==> src/rtl/backup_rail_pkg.sv <==
// constants and types for the backup charger and backup rail control
package backup_rail_pkg;
	localparam int CODE_W = 4;
	localparam int RAIL_W = 2;
	localparam int CUR_HIGH_UA = 60; // run current
	localparam int CUR_LOW_UA = 10; // standby and quiet-off current
	localparam logic CUR_SEL_HIGH = 1'b1;
	localparam logic CUR_SEL_LOW = 1'b0;
	localparam logic [1:0] RAIL_OFF = 2'h0;
	localparam logic [1:0] RAIL_1V8 = 2'h1;
	localparam logic [1:0] RAIL_3V0 = 2'h2;
	localparam logic [1:0] RAIL_3V3 = 2'h3;
	// target voltage in tens of millivolts, per charge target code
	localparam logic [8:0] TARGET_CV_1V8 = 9'h0B4;
	localparam logic [8:0] TARGET_CV_2V0 = 9'h0C8;
	localparam logic [8:0] TARGET_CV_STEP = 9'h00A;
	localparam logic [8:0] TARGET_CV_3V6 = 9'h168;
	localparam logic [3:0] CODE_MAX = 4'hF;
	// rail voltages in tens of millivolts
	localparam logic [8:0] RAIL_CV_1V8 = 9'h0B4;
	localparam logic [8:0] RAIL_CV_3V0 = 9'h12C;
	localparam logic [8:0] RAIL_CV_3V3 = 9'h14A;
	localparam logic [2:0] PS_OTHER = 3'h0;
	typedef enum logic [2:0] {
		PS_OFF_OTHER,
		PS_RUN,
		PS_STANDBY,
		PS_QUIET_OFF
	} power_state_t;
	typedef enum logic [1:0] {
		SRC_NONE,
		SRC_MAIN,
		SRC_CELL
	} rail_source_t;
endpackage

==> src/rtl/sync2.sv <==
// two-flop synchroniser for asynchronous level inputs
`timescale 1ns/1ps
module sync2 #(
	parameter int W = 1
) (
	input wire logic mclk, // system clock
	input wire logic rst, // async reset, active high
	input wire logic [W-1:0] din, // asynchronous levels
	output logic [W-1:0] dout // synchronised levels
);
	logic [W-1:0] meta;

	// first stage is read only by the second
	always_ff @(posedge mclk or posedge rst) begin
		if (rst) begin
			meta <= '0;
			dout <= '0;
		end else begin
			meta <= din;
			dout <= meta;
		end
	end
endmodule // sync2

==> src/rtl/backup_charger_rail_control.sv <==
// control of the backup cell charger and the backup rail
`timescale 1ns/1ps
module backup_charger_rail_control (
	input wire logic mclk, // 250 MHz clock
	input wire logic rst, // async reset, active high
	input wire backup_rail_pkg::power_state_t power_state, // from main state machine
	input wire logic uv_ok_pin, // main supply above undervoltage threshold (analog)
	input wire logic warn_low_pin, // main supply below low-supply warning (analog)
	input wire logic main_above_cell_pin, // main supply higher than cell (analog)
	input wire logic cell_present_pin, // backup cell present (analog)
	input wire logic fuses_loaded, // fuse configuration valid, same clock
	input wire logic [3:0] charge_target_fuse_default, // fuse default of target code
	input wire logic [1:0] backup_rail_voltage_fuse_code, // fuse rail code
	input wire logic [8:0] source_cv, // selected source voltage, tens of mV
	input wire logic wr_system_on_charge_enable, // host write strobe
	input wire logic wr_off_state_charge_enable, // host write strobe
	input wire logic wr_charge_target_code, // host write strobe
	input wire logic wr_backup_rail_voltage_code, // host write strobe
	input wire logic wr_data_bit, // write data for enable bits
	input wire logic [3:0] wr_code, // write data for target code
	input wire logic [1:0] wr_rail_code, // write data for rail code
	output logic system_on_charge_enable, // stored enable bit
	output logic off_state_charge_enable, // stored enable bit
	output logic [3:0] charge_target_code, // stored target code
	output logic [1:0] backup_rail_voltage_code, // stored rail code
	output logic charger_enable, // to analog charger
	output logic charge_current_high, // 1 = 60 uA, 0 = 10 uA
	output logic [8:0] charge_target_cv, // target voltage, tens of mV
	output logic backup_rail_output, // rail enable
	output logic rail_from_main, // rail powered from main supply
	output logic rail_from_cell, // rail powered from cell
	output logic rail_regulate, // 1 regulate, 0 pass switch
	output logic rail_dropout // rail follows its input
);
	logic [3:0] pins_s;
	logic uv_ok;
	logic warn_low;
	logic main_above_cell;
	logic cell_seen;
	logic uv_ok_d;
	logic fuse_pend;
	logic [8:0] rail_cv;

	sync2 #(.W(4)) u_sync (
		.mclk(mclk),
		.rst(rst),
		.din({uv_ok_pin, warn_low_pin, main_above_cell_pin, cell_present_pin}),
		.dout(pins_s)
	);
	assign uv_ok = pins_s[3];
	assign warn_low = pins_s[2];
	assign main_above_cell = pins_s[1];
	assign cell_seen = pins_s[0];

	// charge target code to voltage, 0.1 V steps from code 1 to code 14
	function automatic logic [8:0] target_cv(input logic [3:0] c);
		if (c == 4'h0)
			target_cv = backup_rail_pkg::TARGET_CV_1V8;
		else if (c == backup_rail_pkg::CODE_MAX)
			target_cv = backup_rail_pkg::TARGET_CV_3V6;
		else
			target_cv = backup_rail_pkg::TARGET_CV_2V0
				+ 9'(({5'h0, c} - 9'h001) * backup_rail_pkg::TARGET_CV_STEP);
	endfunction

	// supply crossing in either direction
	wire uv_cross = uv_ok ^ uv_ok_d;
	wire in_run = power_state == backup_rail_pkg::PS_RUN;
	wire in_stby = power_state == backup_rail_pkg::PS_STANDBY;
	wire in_quiet = power_state == backup_rail_pkg::PS_QUIET_OFF;
	wire sys_on = in_run || in_stby;
	// off-state bit matters only in quiet off; others stay off
	wire next_chg_en = sys_on ? system_on_charge_enable :
		(in_quiet ? off_state_charge_enable : 1'b0);
	wire next_cur_high = in_run && system_on_charge_enable;
	wire rail_cfg_on = backup_rail_voltage_code != backup_rail_pkg::RAIL_OFF;
	// the one fuse load owed after reset, and any cycle that rewrites the fields
	wire fuse_load = fuse_pend && uv_ok && fuses_loaded;
	wire reload_now = uv_cross || fuse_load;
	// rail waits for a valid supply and loaded fuses
	wire rail_ready = !fuse_pend && fuses_loaded;
	wire use_main = uv_ok && !warn_low ? 1'b1 : main_above_cell;
	wire src_valid = use_main ? uv_ok || warn_low : cell_seen;
	wire next_rail_on = rail_cfg_on && rail_ready && src_valid;
	wire next_reg = use_main || backup_rail_voltage_code == backup_rail_pkg::RAIL_1V8;

	// rail code to voltage
	always_comb begin
		unique case (backup_rail_voltage_code)
			backup_rail_pkg::RAIL_1V8: rail_cv = backup_rail_pkg::RAIL_CV_1V8;
			backup_rail_pkg::RAIL_3V0: rail_cv = backup_rail_pkg::RAIL_CV_3V0;
			backup_rail_pkg::RAIL_3V3: rail_cv = backup_rail_pkg::RAIL_CV_3V3;
			default: rail_cv = 9'h000;
		endcase
	end

	// edge history; the fuse load is owed once after reset only, because a
	// crossing reloads the codes directly and must not drop a cell-fed rail
	always_ff @(posedge mclk or posedge rst) begin
		if (rst) begin
			uv_ok_d <= 1'b0;
			fuse_pend <= 1'b1;
		end else begin
			uv_ok_d <= uv_ok;
			if (fuse_load)
				fuse_pend <= 1'b0;
		end
	end

	// configuration bits; supply crossing overrides host writes
	always_ff @(posedge mclk or posedge rst) begin
		if (rst) begin
			system_on_charge_enable <= 1'b0;
			off_state_charge_enable <= 1'b0;
			charge_target_code <= 4'h0;
			backup_rail_voltage_code <= 2'h0;
		end else if (reload_now) begin
			system_on_charge_enable <= 1'b0;
			off_state_charge_enable <= 1'b0;
			charge_target_code <= charge_target_fuse_default;
			backup_rail_voltage_code <= backup_rail_voltage_fuse_code;
		end else begin
			if (wr_system_on_charge_enable)
				system_on_charge_enable <= wr_data_bit;
			if (wr_off_state_charge_enable)
				off_state_charge_enable <= wr_data_bit;
			if (wr_charge_target_code)
				charge_target_code <= wr_code;
			if (wr_backup_rail_voltage_code && sys_on)
				backup_rail_voltage_code <= wr_rail_code;
		end
	end

	// analog control outputs, all registered
	always_ff @(posedge mclk or posedge rst) begin
		if (rst) begin
			charger_enable <= 1'b0;
			charge_current_high <= backup_rail_pkg::CUR_SEL_LOW;
			charge_target_cv <= 9'h000;
			backup_rail_output <= 1'b0;
			rail_from_main <= 1'b0;
			rail_from_cell <= 1'b0;
			rail_regulate <= 1'b0;
			rail_dropout <= 1'b0;
		end else begin
			charger_enable <= next_chg_en;
			charge_current_high <= next_cur_high;
			charge_target_cv <= target_cv(charge_target_code);
			backup_rail_output <= next_rail_on;
			rail_from_main <= next_rail_on && use_main;
			rail_from_cell <= next_rail_on && !use_main;
			rail_regulate <= next_rail_on && next_reg;
			rail_dropout <= next_rail_on && rail_cv > source_cv;
		end
	end
endmodule // backup_charger_rail_control

==> config.mk <==
export PLATFORM = sky130hd
export DESIGN_NAME = backup_charger_rail_control
export DESIGN_NICKNAME = d
export VERILOG_FILES = /design/src/rtl/backup_rail_pkg.sv /design/src/rtl/sync2.sv /design/src/rtl/backup_charger_rail_control.sv
export SDC_FILE = /design/constraint.sdc
export NUM_CORES = 1
export LEC_CHECK = 0
export BUFFER_PORTS_ARGS = -buffer_cell sky130_fd_sc_hd__buf_2
export CAP_MARGIN = 10
export CORE_AREA = 2 2 60 90
export CTS_CLUSTER_SIZE = 25
export DETAILED_ROUTE_END_ITERATION = 8
export DIE_AREA = 0 0 62 92
export PLACE_DENSITY = 0.63
export SETUP_SLACK_MARGIN = 0.05
export SLEW_MARGIN = 0
export SYNTH_ARGS = -nofsm -noshare
export SYNTH_HDL_FRONTEND = slang
export SYNTH_SLANG_ARGS = --single-unit
==> constraint.sdc <==
create_clock -name mclk -period 2.6 [get_ports mclk]
set_clock_uncertainty 0.05 [all_clocks]
set_input_delay 0.52 -clock mclk [delete_from_list [all_inputs] [get_ports mclk]]
set_output_delay 0.52 -clock mclk [all_outputs]
set_load 0.01 [all_outputs]
==> qor.json, run 1 <==
{
  "outcome": {
    "status": "finished, violations left",
    "violations": "setup timing"
  },
  "drt": {
    "via_density": 4.56,
    "number_of_iterations_in_the_first_detailed_routing_pass": 2,
    "dr_total_vias": 1552,
    "initialDrtViolationCount": 54,
    "wire_length_after_detailed_routing_um": 4240,
    "detail_route.wl_per_cell_um": 12.5,
    "route.antenna.remaining_nets": 0,
    "detail_route.drc_violations": 0
  },
  "grt": {
    "grt_antenna_before_repair": 0,
    "top_usage_layer": "met2",
    "grt_pass1_vias": 1598,
    "grt_util_met3_pct": 2.82,
    "grt_start_max_net_pins": 34,
    "grt_overflow": 0,
    "grt_pass1_wl_um": 6900,
    "groute.layer.met2.usage_pct": 27.1,
    "track_usage_pct": 16.3,
    "grt_util_met1_pct": 19.0
  },
  "cts": {
    "clock-root-buffer": "sky130_fd_sc_hd__clkbuf_8",
    "worstSkewPairLatency_ps": 280,
    "cts_inserted_buffers": 5,
    "hold_buffers": 0,
    "cts_htree_levels": 2,
    "clkSinkCount": 33,
    "cts_tree": "yes",
    "clk_pin_slew_worst_paths_ps": 70,
    "cts_buffer_depth": 2
  },
  "critical_path": {
    "worstPathMaxFanout": 3,
    "crit-reg2reg-capture": "charge_target_cv[8]",
    "critPathMaxStageDelay_ps": 570,
    "crit_path_top_delay_cell": "sky130_fd_sc_hd__fa_2",
    "timing.critical_path.required_ps": 2750,
    "timing.reg2reg.worst_path_depth": 12,
    "cp_data_arrival_time_ps": 2970,
    "r2r_setup_slack_ps": -220,
    "timing.critical_path.mode_cell": "sky130_fd_sc_hd__ha_4",
    "cp-endpoint": "charge_target_cv[8]",
    "crit_start": "charge_target_code[0]",
    "criticalPathCategory": "reg2reg",
    "worstSetupEndpointType": "flop",
    "critPathLaunchType": "flop",
    "path_cells": "inv_4 > ha_4 > xor2_4 > ha_4 > ha_4 > inv_2 > fa_2 > nand3b_4 > nand2b_4 > o21bai_4 > or3_1 > a32oi_1",
    "rr_startpoint": "charge_target_code[0]"
  },
  "floorplanning": {
    "initial_cell_density_of_the_core_pct": 38.1,
    "core_um2": 5000,
    "dieWidth_um": 62,
    "core.rowCount": 32,
    "die_height_um": 92,
    "die-area_um2": 5700,
    "pin_count": 60
  },
  "pwr": {
    "power_density_nw_per_um2": 766,
    "power.static_leakage_nw": 1.46,
    "power_mw": 2.12,
    "ir_drop_mv": 0.337
  },
  "synthesis": {
    "post_synthesis_cell_type_count": 38,
    "avgSynthCellArea_um2": 10.2,
    "syn-cell-area_um2": 1910,
    "synth.ff_latch_count": 33,
    "ys_warn_count": 0,
    "cell_count_after_synthesis": 187,
    "synthesis.nets": 248,
    "synth-seq-area-share_pct": 43.3
  },
  "timing": {
    "period_minus_ws_final_ps": 2820,
    "postLayoutSetupSlackWorst_ps": -225,
    "drv_slew": 0,
    "final-hold-violation-count": 0,
    "worst_slew_margin_rel_pct": 36.2,
    "finalSetupViolCount": 2,
    "worst_slew_pin_slew_ps": 950,
    "unrepaired_setup_endpoints_after_global_routing": "true",
    "fin_worst_hold_slack_ps": 260,
    "layout_worst_path_cycle_share_pct": 109,
    "achievable-frequency_mhz": 354
  },
  "finish": {
    "layout.cells.most_common": "sky130_fd_sc_hd__buf_2",
    "nFillCells": 434,
    "final_layout_size_suffix_gt1_share_pct": 44.9,
    "fin_nets": 332,
    "mostFrequentLayoutCells": "58 x sky130_fd_sc_hd__buf_2, 29 x sky130_fd_sc_hd__dfrtp_1, 22 x sky130_fd_sc_hd__buf_4",
    "layout-area-overhead-vs-synth_pct": 44.9,
    "diodes": 0,
    "final_cell_count_no_fill": 340
  },
  "flow_run": {
    "drv_cap": 0
  },
  "min_path": {
    "hold_path_class": "in2async"
  },
  "placement": {
    "dpl.cell_count": 326,
    "globalplace.congestion": 0.824,
    "dp_hpwl_um": 3190,
    "port_buffer_count": 58
  }
}
-- cell usage after synthesis (all sizes together) --
cell	number	area, um^2
inv	23	86.3
xor2	5	43.8
buf	4	21.3
and3	1	6.26
xnor2	4	35.0
nand4	2	12.5
o311a	1	10.0
dfrtp	32	801
nor2b	3	18.8
o21ai	6	30.0
a21o	5	37.5
ha	24	300
and2	2	12.5
nand3b	2	18.8
conb	1	3.75
or3	1	6.26
nor3b	1	12.5
a21oi	16	83.8
a21boi	1	7.51
nor2	16	60.1
nand3	6	30.0
nand2	10	37.5
xnor3	1	22.5
a32oi	1	8.76
o21bai	1	18.8
nand2b	4	32.5
mux2i	9	90.1
fa	1	20.0
nor3	2	10.0
clkbuf	1	3.75
dfstp	1	26.3
-- critical path, delay by kind of cell (launching register included) --
| family | cells | cell delay [ps] |
|---|---|---|
| fa+ha+maj | 4 | 1040 |
| simple gates | 3 | 510 |
| flops | 1 | 450 |
| compound gates | 2 | 370 |
| xor+xnor | 1 | 190 |
| buf+inv | 2 | 130 |
-- how the worst min path moves through the flow --
stage / cells past startpoint / end / start / slack, ps
2_1_floorplan: 0 / u_sync.dout[0] / u_sync.meta[0] / 280
3_3_place_gp: 0 / u_sync.dout[1] / u_sync.meta[1] / 280
3_5_place_dp: 0 / u_sync.dout[3] / u_sync.meta[3] / 290
4_1_cts: 3 / uv_ok_d / rst / 270
5_1_grt: 1 / u_sync.meta[1] / main_above_cell_pin / 280
6_report: 3 / u_sync.dout[1] / rst / 260
-- power by group --
group          switching (mW)  total [mW]  internal, mW
Clock                   0.192       0.572         0.381
Combinational           0.424       0.916         0.491
Sequential             0.0385       0.631         0.592
Total                   0.655        2.12          1.46
-- cell families after synthesis --
kind of cell / share of synthesized area (%)
and+or+nand+nor: 13.5
DFF: 43.3
AOI/OAI and AO/OA: 10.3
buffers and inverters: 5.84
adders and majority gates: 16.8
xor gates and xnor gates: 5.31
muxes: 4.72
other: 0.197
-- metrics by stage --
stage	area [um^2]	setup WS, ps	util [%]	setup TNS (ps)
finish	2770	-225	55.3	-339
global route	2770	-325	55.3	-726
CTS	2710	-234	54.2	-450
detailed placement	2470	-295	49.3	-503
global placement	2470	-174	49.3	-254
floorplan	1990	-182	-	-182
-- layout make-up --
type	instances	area (um^2)	share of cell area, %
well taps	68	85.1	3.08
repair buffers	82	478	17.3
multi-input cells	126	1150	41.4
clock buffers	5	68.8	2.49
clock inverters	3	65.1	2.35
inverters	23	91.3	3.30
flip-flops and latches	33	831	30.0
-- what timing repair did --
action | CTS | global route
gates resized for setup | 14 | 8
setup endpoints to repair | 3 | 3
setup buffers | 5 | 4
pin swaps | 8 | 10
-- routing by layer --
| layer | up-vias | share of wire [%] |
|---|---|---|
| met2 | 50 | 53 |
| met4 | 0 | 2.9 |
| met5 | - | 0 |
| met1 | 705 | 40 |
| met3 | 10 | 4.5 |
| li1 | 787 | - |
-- flip-flops by register name, indices dropped and copies added, names as in the netlist --
signal	cells
charge_target_cv	8
rail_from_main	1
rail_dropout	1
fuse_pend	1
backup_rail_output	1
charge_current_high	1
u_sync.meta	4
u_sync.dout	4
system_on_charge_enable	1
rail_from_cell	1
charge_target_code	4
backup_rail_voltage_code	2
charger_enable	1
uv_ok_d	1
rail_regulate	1
off_state_charge_enable	1
Note: power is estimated with default switching activity, not from simulation.
==> run 2: changes to the inputs <==
- CELL_PAD_IN_SITES_DETAIL_PLACEMENT: unset -> 0
- CELL_PAD_IN_SITES_GLOBAL_PLACEMENT: unset -> 1
- CORE_AREA: 2 2 60 90 -> 2 2 65 97
- DIE_AREA: 0 0 62 92 -> 0 0 67 99
- PLACE_DENSITY: 0.63 -> 0.7
==> qor.json, run 2 (same netlist as run 1, synthesis figures left out) <==
{
  "outcome": {
    "status": "finished, violations left",
    "violations": "setup timing"
  },
  "grt": {
    "grt_pass1_vias": {"value": 1619, "change": "+1.3%"},
    "grt_pass1_wl": {"value": 7070, "unit": "um", "change": "+2.5%"},
    "grt_start_max_net_pins": {"value": 34, "change": "unchanged"},
    "track_usage": {"value": 14.3, "unit": "%", "change": "-2.0 points"},
    "grt_overflow": {"value": 0, "change": "unchanged"},
    "grt_antenna_before_repair": {"value": 0, "change": "unchanged"}
  },
  "critical_path": {
    "timing.critical_path.required": {"value": 2740, "unit": "ps", "change": "about the same"},
    "timing.reg2reg.worst_path_depth": {"value": 11, "change": "-1"},
    "crit-reg2reg-capture": "charge_target_cv[8]",
    "rr_startpoint": "charge_target_code[0]",
    "r2r_setup_slack": {"value": -130, "unit": "ps", "change": "+90 ps"},
    "path_cells": "inv_4 > ha_4 > xor2_2 > ha_1 > inv_2 > fa_2 > nand3b_4 > nand2b_4 > o21bai_4 > or3_1 > a32oi_1",
    "critical-path-top-delay-family": "adder cells",
    "cp_data_arrival_time": {"value": 2880, "unit": "ps", "change": "-90 ps"},
    "criticalPathCategory": "reg2reg",
    "critPathLaunchType": "flop",
    "worstSetupEndpointType": "flop",
    "critPathMaxStageDelay": {"value": 560, "unit": "ps", "change": "about the same"},
    "worstPathMaxFanout": {"value": 3, "change": "unchanged"},
    "crit_path_top_delay_cell": "sky130_fd_sc_hd__fa_2",
    "worstSetupPathDepth": {"value": 11, "change": "-1"},
    "cp_num_buf_inv": {"value": 2, "change": "unchanged"},
    "crit_start": "charge_target_code[0]"
  },
  "cts": {
    "clock-root-buffer": "sky130_fd_sc_hd__clkbuf_8",
    "cts_tree": "yes",
    "hold_buffers": {"value": 0, "change": "unchanged"},
    "cts_buffer_depth": {"value": 2, "change": "unchanged"},
    "cts_inserted_buffers": {"value": 5, "change": "unchanged"},
    "clk_pin_slew_worst_paths": {"value": 70, "unit": "ps", "change": "about the same"},
    "worstSkewPairLatency": {"value": 280, "unit": "ps", "change": "about the same"},
    "clkSinkCount": {"value": 33, "change": "unchanged"},
    "cts_htree_levels": {"value": 2, "change": "unchanged"}
  },
  "drt": {
    "detail_route.drc_violations": {"value": 0, "change": "unchanged"},
    "wire_length_after_detailed_routing": {"value": 4310, "unit": "um", "change": "+1.7%"},
    "initialDrtViolationCount": {"value": 24, "change": "-56%"},
    "number_of_iterations_in_the_first_detailed_routing_pass": {"value": 4, "change": "+2"},
    "dr_total_vias": {"value": 1532, "change": "-1.3%"},
    "detail_route.wl_per_cell": {"value": 12.7, "unit": "um", "change": "+1.7%"},
    "route.antenna.remaining_nets": {"value": 0, "change": "unchanged"},
    "via_density": {"value": 4.51, "change": "-1.3%"}
  },
  "timing": {
    "postLayoutSetupSlackWorst": {"value": -134, "unit": "ps", "change": "+90.7 ps"},
    "fin_worst_hold_slack": {"value": 271, "unit": "ps", "change": "+11.4 ps"},
    "period_minus_ws_final": {"value": 2730, "unit": "ps", "change": "-90.7 ps"},
    "finalSetupViolCount": {"value": 2, "change": "unchanged"},
    "drv_slew": {"value": 0, "change": "unchanged"},
    "final-hold-violation-count": {"value": 0, "change": "unchanged"},
    "unrepaired_setup_endpoints_after_global_routing": "true",
    "worst_slew_margin_rel": {"value": 38.0, "unit": "%", "change": "+1.8 points"},
    "achievable-frequency": {"value": 366, "unit": "MHz", "change": "+3.3%"},
    "layout_worst_path_cycle_share": {"value": 105, "unit": "%", "change": "-3.5 points"},
    "finalSetupTns": {"value": -222, "unit": "ps", "change": "+117 ps"},
    "worst_slew_pin_slew": {"value": 923, "unit": "ps", "change": "-27.0 ps"}
  },
  "placement": {
    "dp_hpwl": {"value": 3420, "unit": "um", "change": "+7.2%"},
    "globalplace.congestion": {"value": 0.798, "change": "-3.2%"},
    "dpl-instance-area": {"value": 2450, "unit": "um^2", "change": "-0.71%"},
    "dpl.cell_count": {"value": 327, "change": "+0.31%"},
    "port_buffer_count": {"value": 58, "change": "unchanged"}
  },
  "finish": {
    "fin_area": {"value": 2690, "unit": "um^2", "change": "-2.8%"},
    "register_with_the_highest_flop_count": "charge_target_cv",
    "diodes": {"value": 0, "change": "unchanged"},
    "final_cell_count_no_fill": {"value": 340, "change": "unchanged"},
    "final_layout_size_suffix_gt1_share": {"value": 42.5, "unit": "%", "change": "-2.3 points"},
    "multi_input_comb_area": {"value": 1100, "unit": "um^2", "change": "-4.0%"},
    "largest_register_ff_count": {"value": 8, "change": "unchanged"},
    "fin_nets": {"value": 328, "change": "-1.2%"},
    "layout-area-overhead-vs-synth_pct": 40.9,
    "register_area": {"value": 830, "unit": "um^2", "change": "-0.15%"},
    "final_core_utilization": {"value": 46.5, "unit": "%", "change": "-8.8 points"},
    "layout.cells.most_common": "sky130_fd_sc_hd__buf_2",
    "mostFrequentLayoutCells": "58 x sky130_fd_sc_hd__buf_2, 30 x sky130_fd_sc_hd__dfrtp_1, 19 x sky130_fd_sc_hd__ha_1",
    "nFillCells": {"value": 576, "change": "+33%"}
  },
  "floorplanning": {
    "initial_cell_density_of_the_core": {"value": 33.0, "unit": "%", "change": "-5.1 points"},
    "pin_count": {"value": 60, "change": "unchanged"},
    "die_height": {"value": 99, "unit": "um", "change": "+7.6%"},
    "dieWidth": {"value": 67, "unit": "um", "change": "+8.1%"},
    "core": {"value": 5790, "unit": "um^2", "change": "+16%"},
    "die-area": {"value": 6630, "unit": "um^2", "change": "+16%"},
    "core.rowCount": {"value": 34, "change": "+6.3%"}
  },
  "pwr": {
    "power_density": {"value": 763, "unit": "nW/um^2", "change": "-0.44%"},
    "ir_drop": {"value": 0.313, "unit": "mV", "change": "-7.1%"},
    "power.static_leakage": {"value": 1.43, "unit": "nW", "change": "-1.7%"}
  },
  "flow_run": {
    "drv_cap": {"value": 0, "change": "unchanged"}
  },
  "min_path": {
    "hold_path_class": "in2async"
  }
}
## run 2: where the power goes
part	total (mW)	switching [mW]	internal (mW)
Sequential	0.635	0.0431	0.592
Combinational	0.918	0.423	0.496
Clock	0.497	0.184	0.312
## run 2: layer usage
metal | track usage [%] | wire length (um) | part of all wire (%)
met5 | 0 | 0 | 0
met4 | 7.06 | 106 | 2.5
met3 | 2.63 | 174 | 4.0
met2 | 24.8 | 2260 | 53
met1 | 16.3 | 1760 | 41
## run 2: worst max path at each step
stage | to | slack (ps)
floorplan | charge_target_cv[8] | -180
global placement | charge_target_cv[8] | -140
detailed placement | charge_target_cv[8] | -210
CTS | charge_target_cv[8] | -130
global route | charge_target_cv[8] | -280
finish | charge_target_cv[8] | -130
## run 2: what timing repair did
| action | 4_1_cts | 5_1_grt |
|---|---|---|
| cloned | 0 | 0 |
| setup endpoints to repair | 3 | 3 |
| pin swaps | 7 | 5 |
| gates resized for setup | 13 | 1 |
| setup buffers | 5 | 1 |
## run 2: final cells by class
class / instances / area share, %
multi-input cells: 126 / 40.9
inverters: 23 / 3.40
well taps: 72 / 3.35
clock inverters: 1 / 1.12
flip-flops and latches: 33 / 30.9
clock buffers: 7 / 3.21
repair buffers: 78 / 17.1
## run 2: per-stage QoR
stage / setup slack, ps / power (mW)
6_report: -134 / 2.05
5_1_grt: -276 / 2.20
4_1_cts: -135 / 2.09
3_5_place_dp: -209 / 1.42
3_3_place_gp: -139 / 1.41
2_1_floorplan: -182 / 1.15
## run 2: worst min-delay path: stages
cell and delay [ps]:
sky130_fd_sc_hd__buf_2 90, sky130_fd_sc_hd__inv_1 40, sky130_fd_sc_hd__buf_4 370
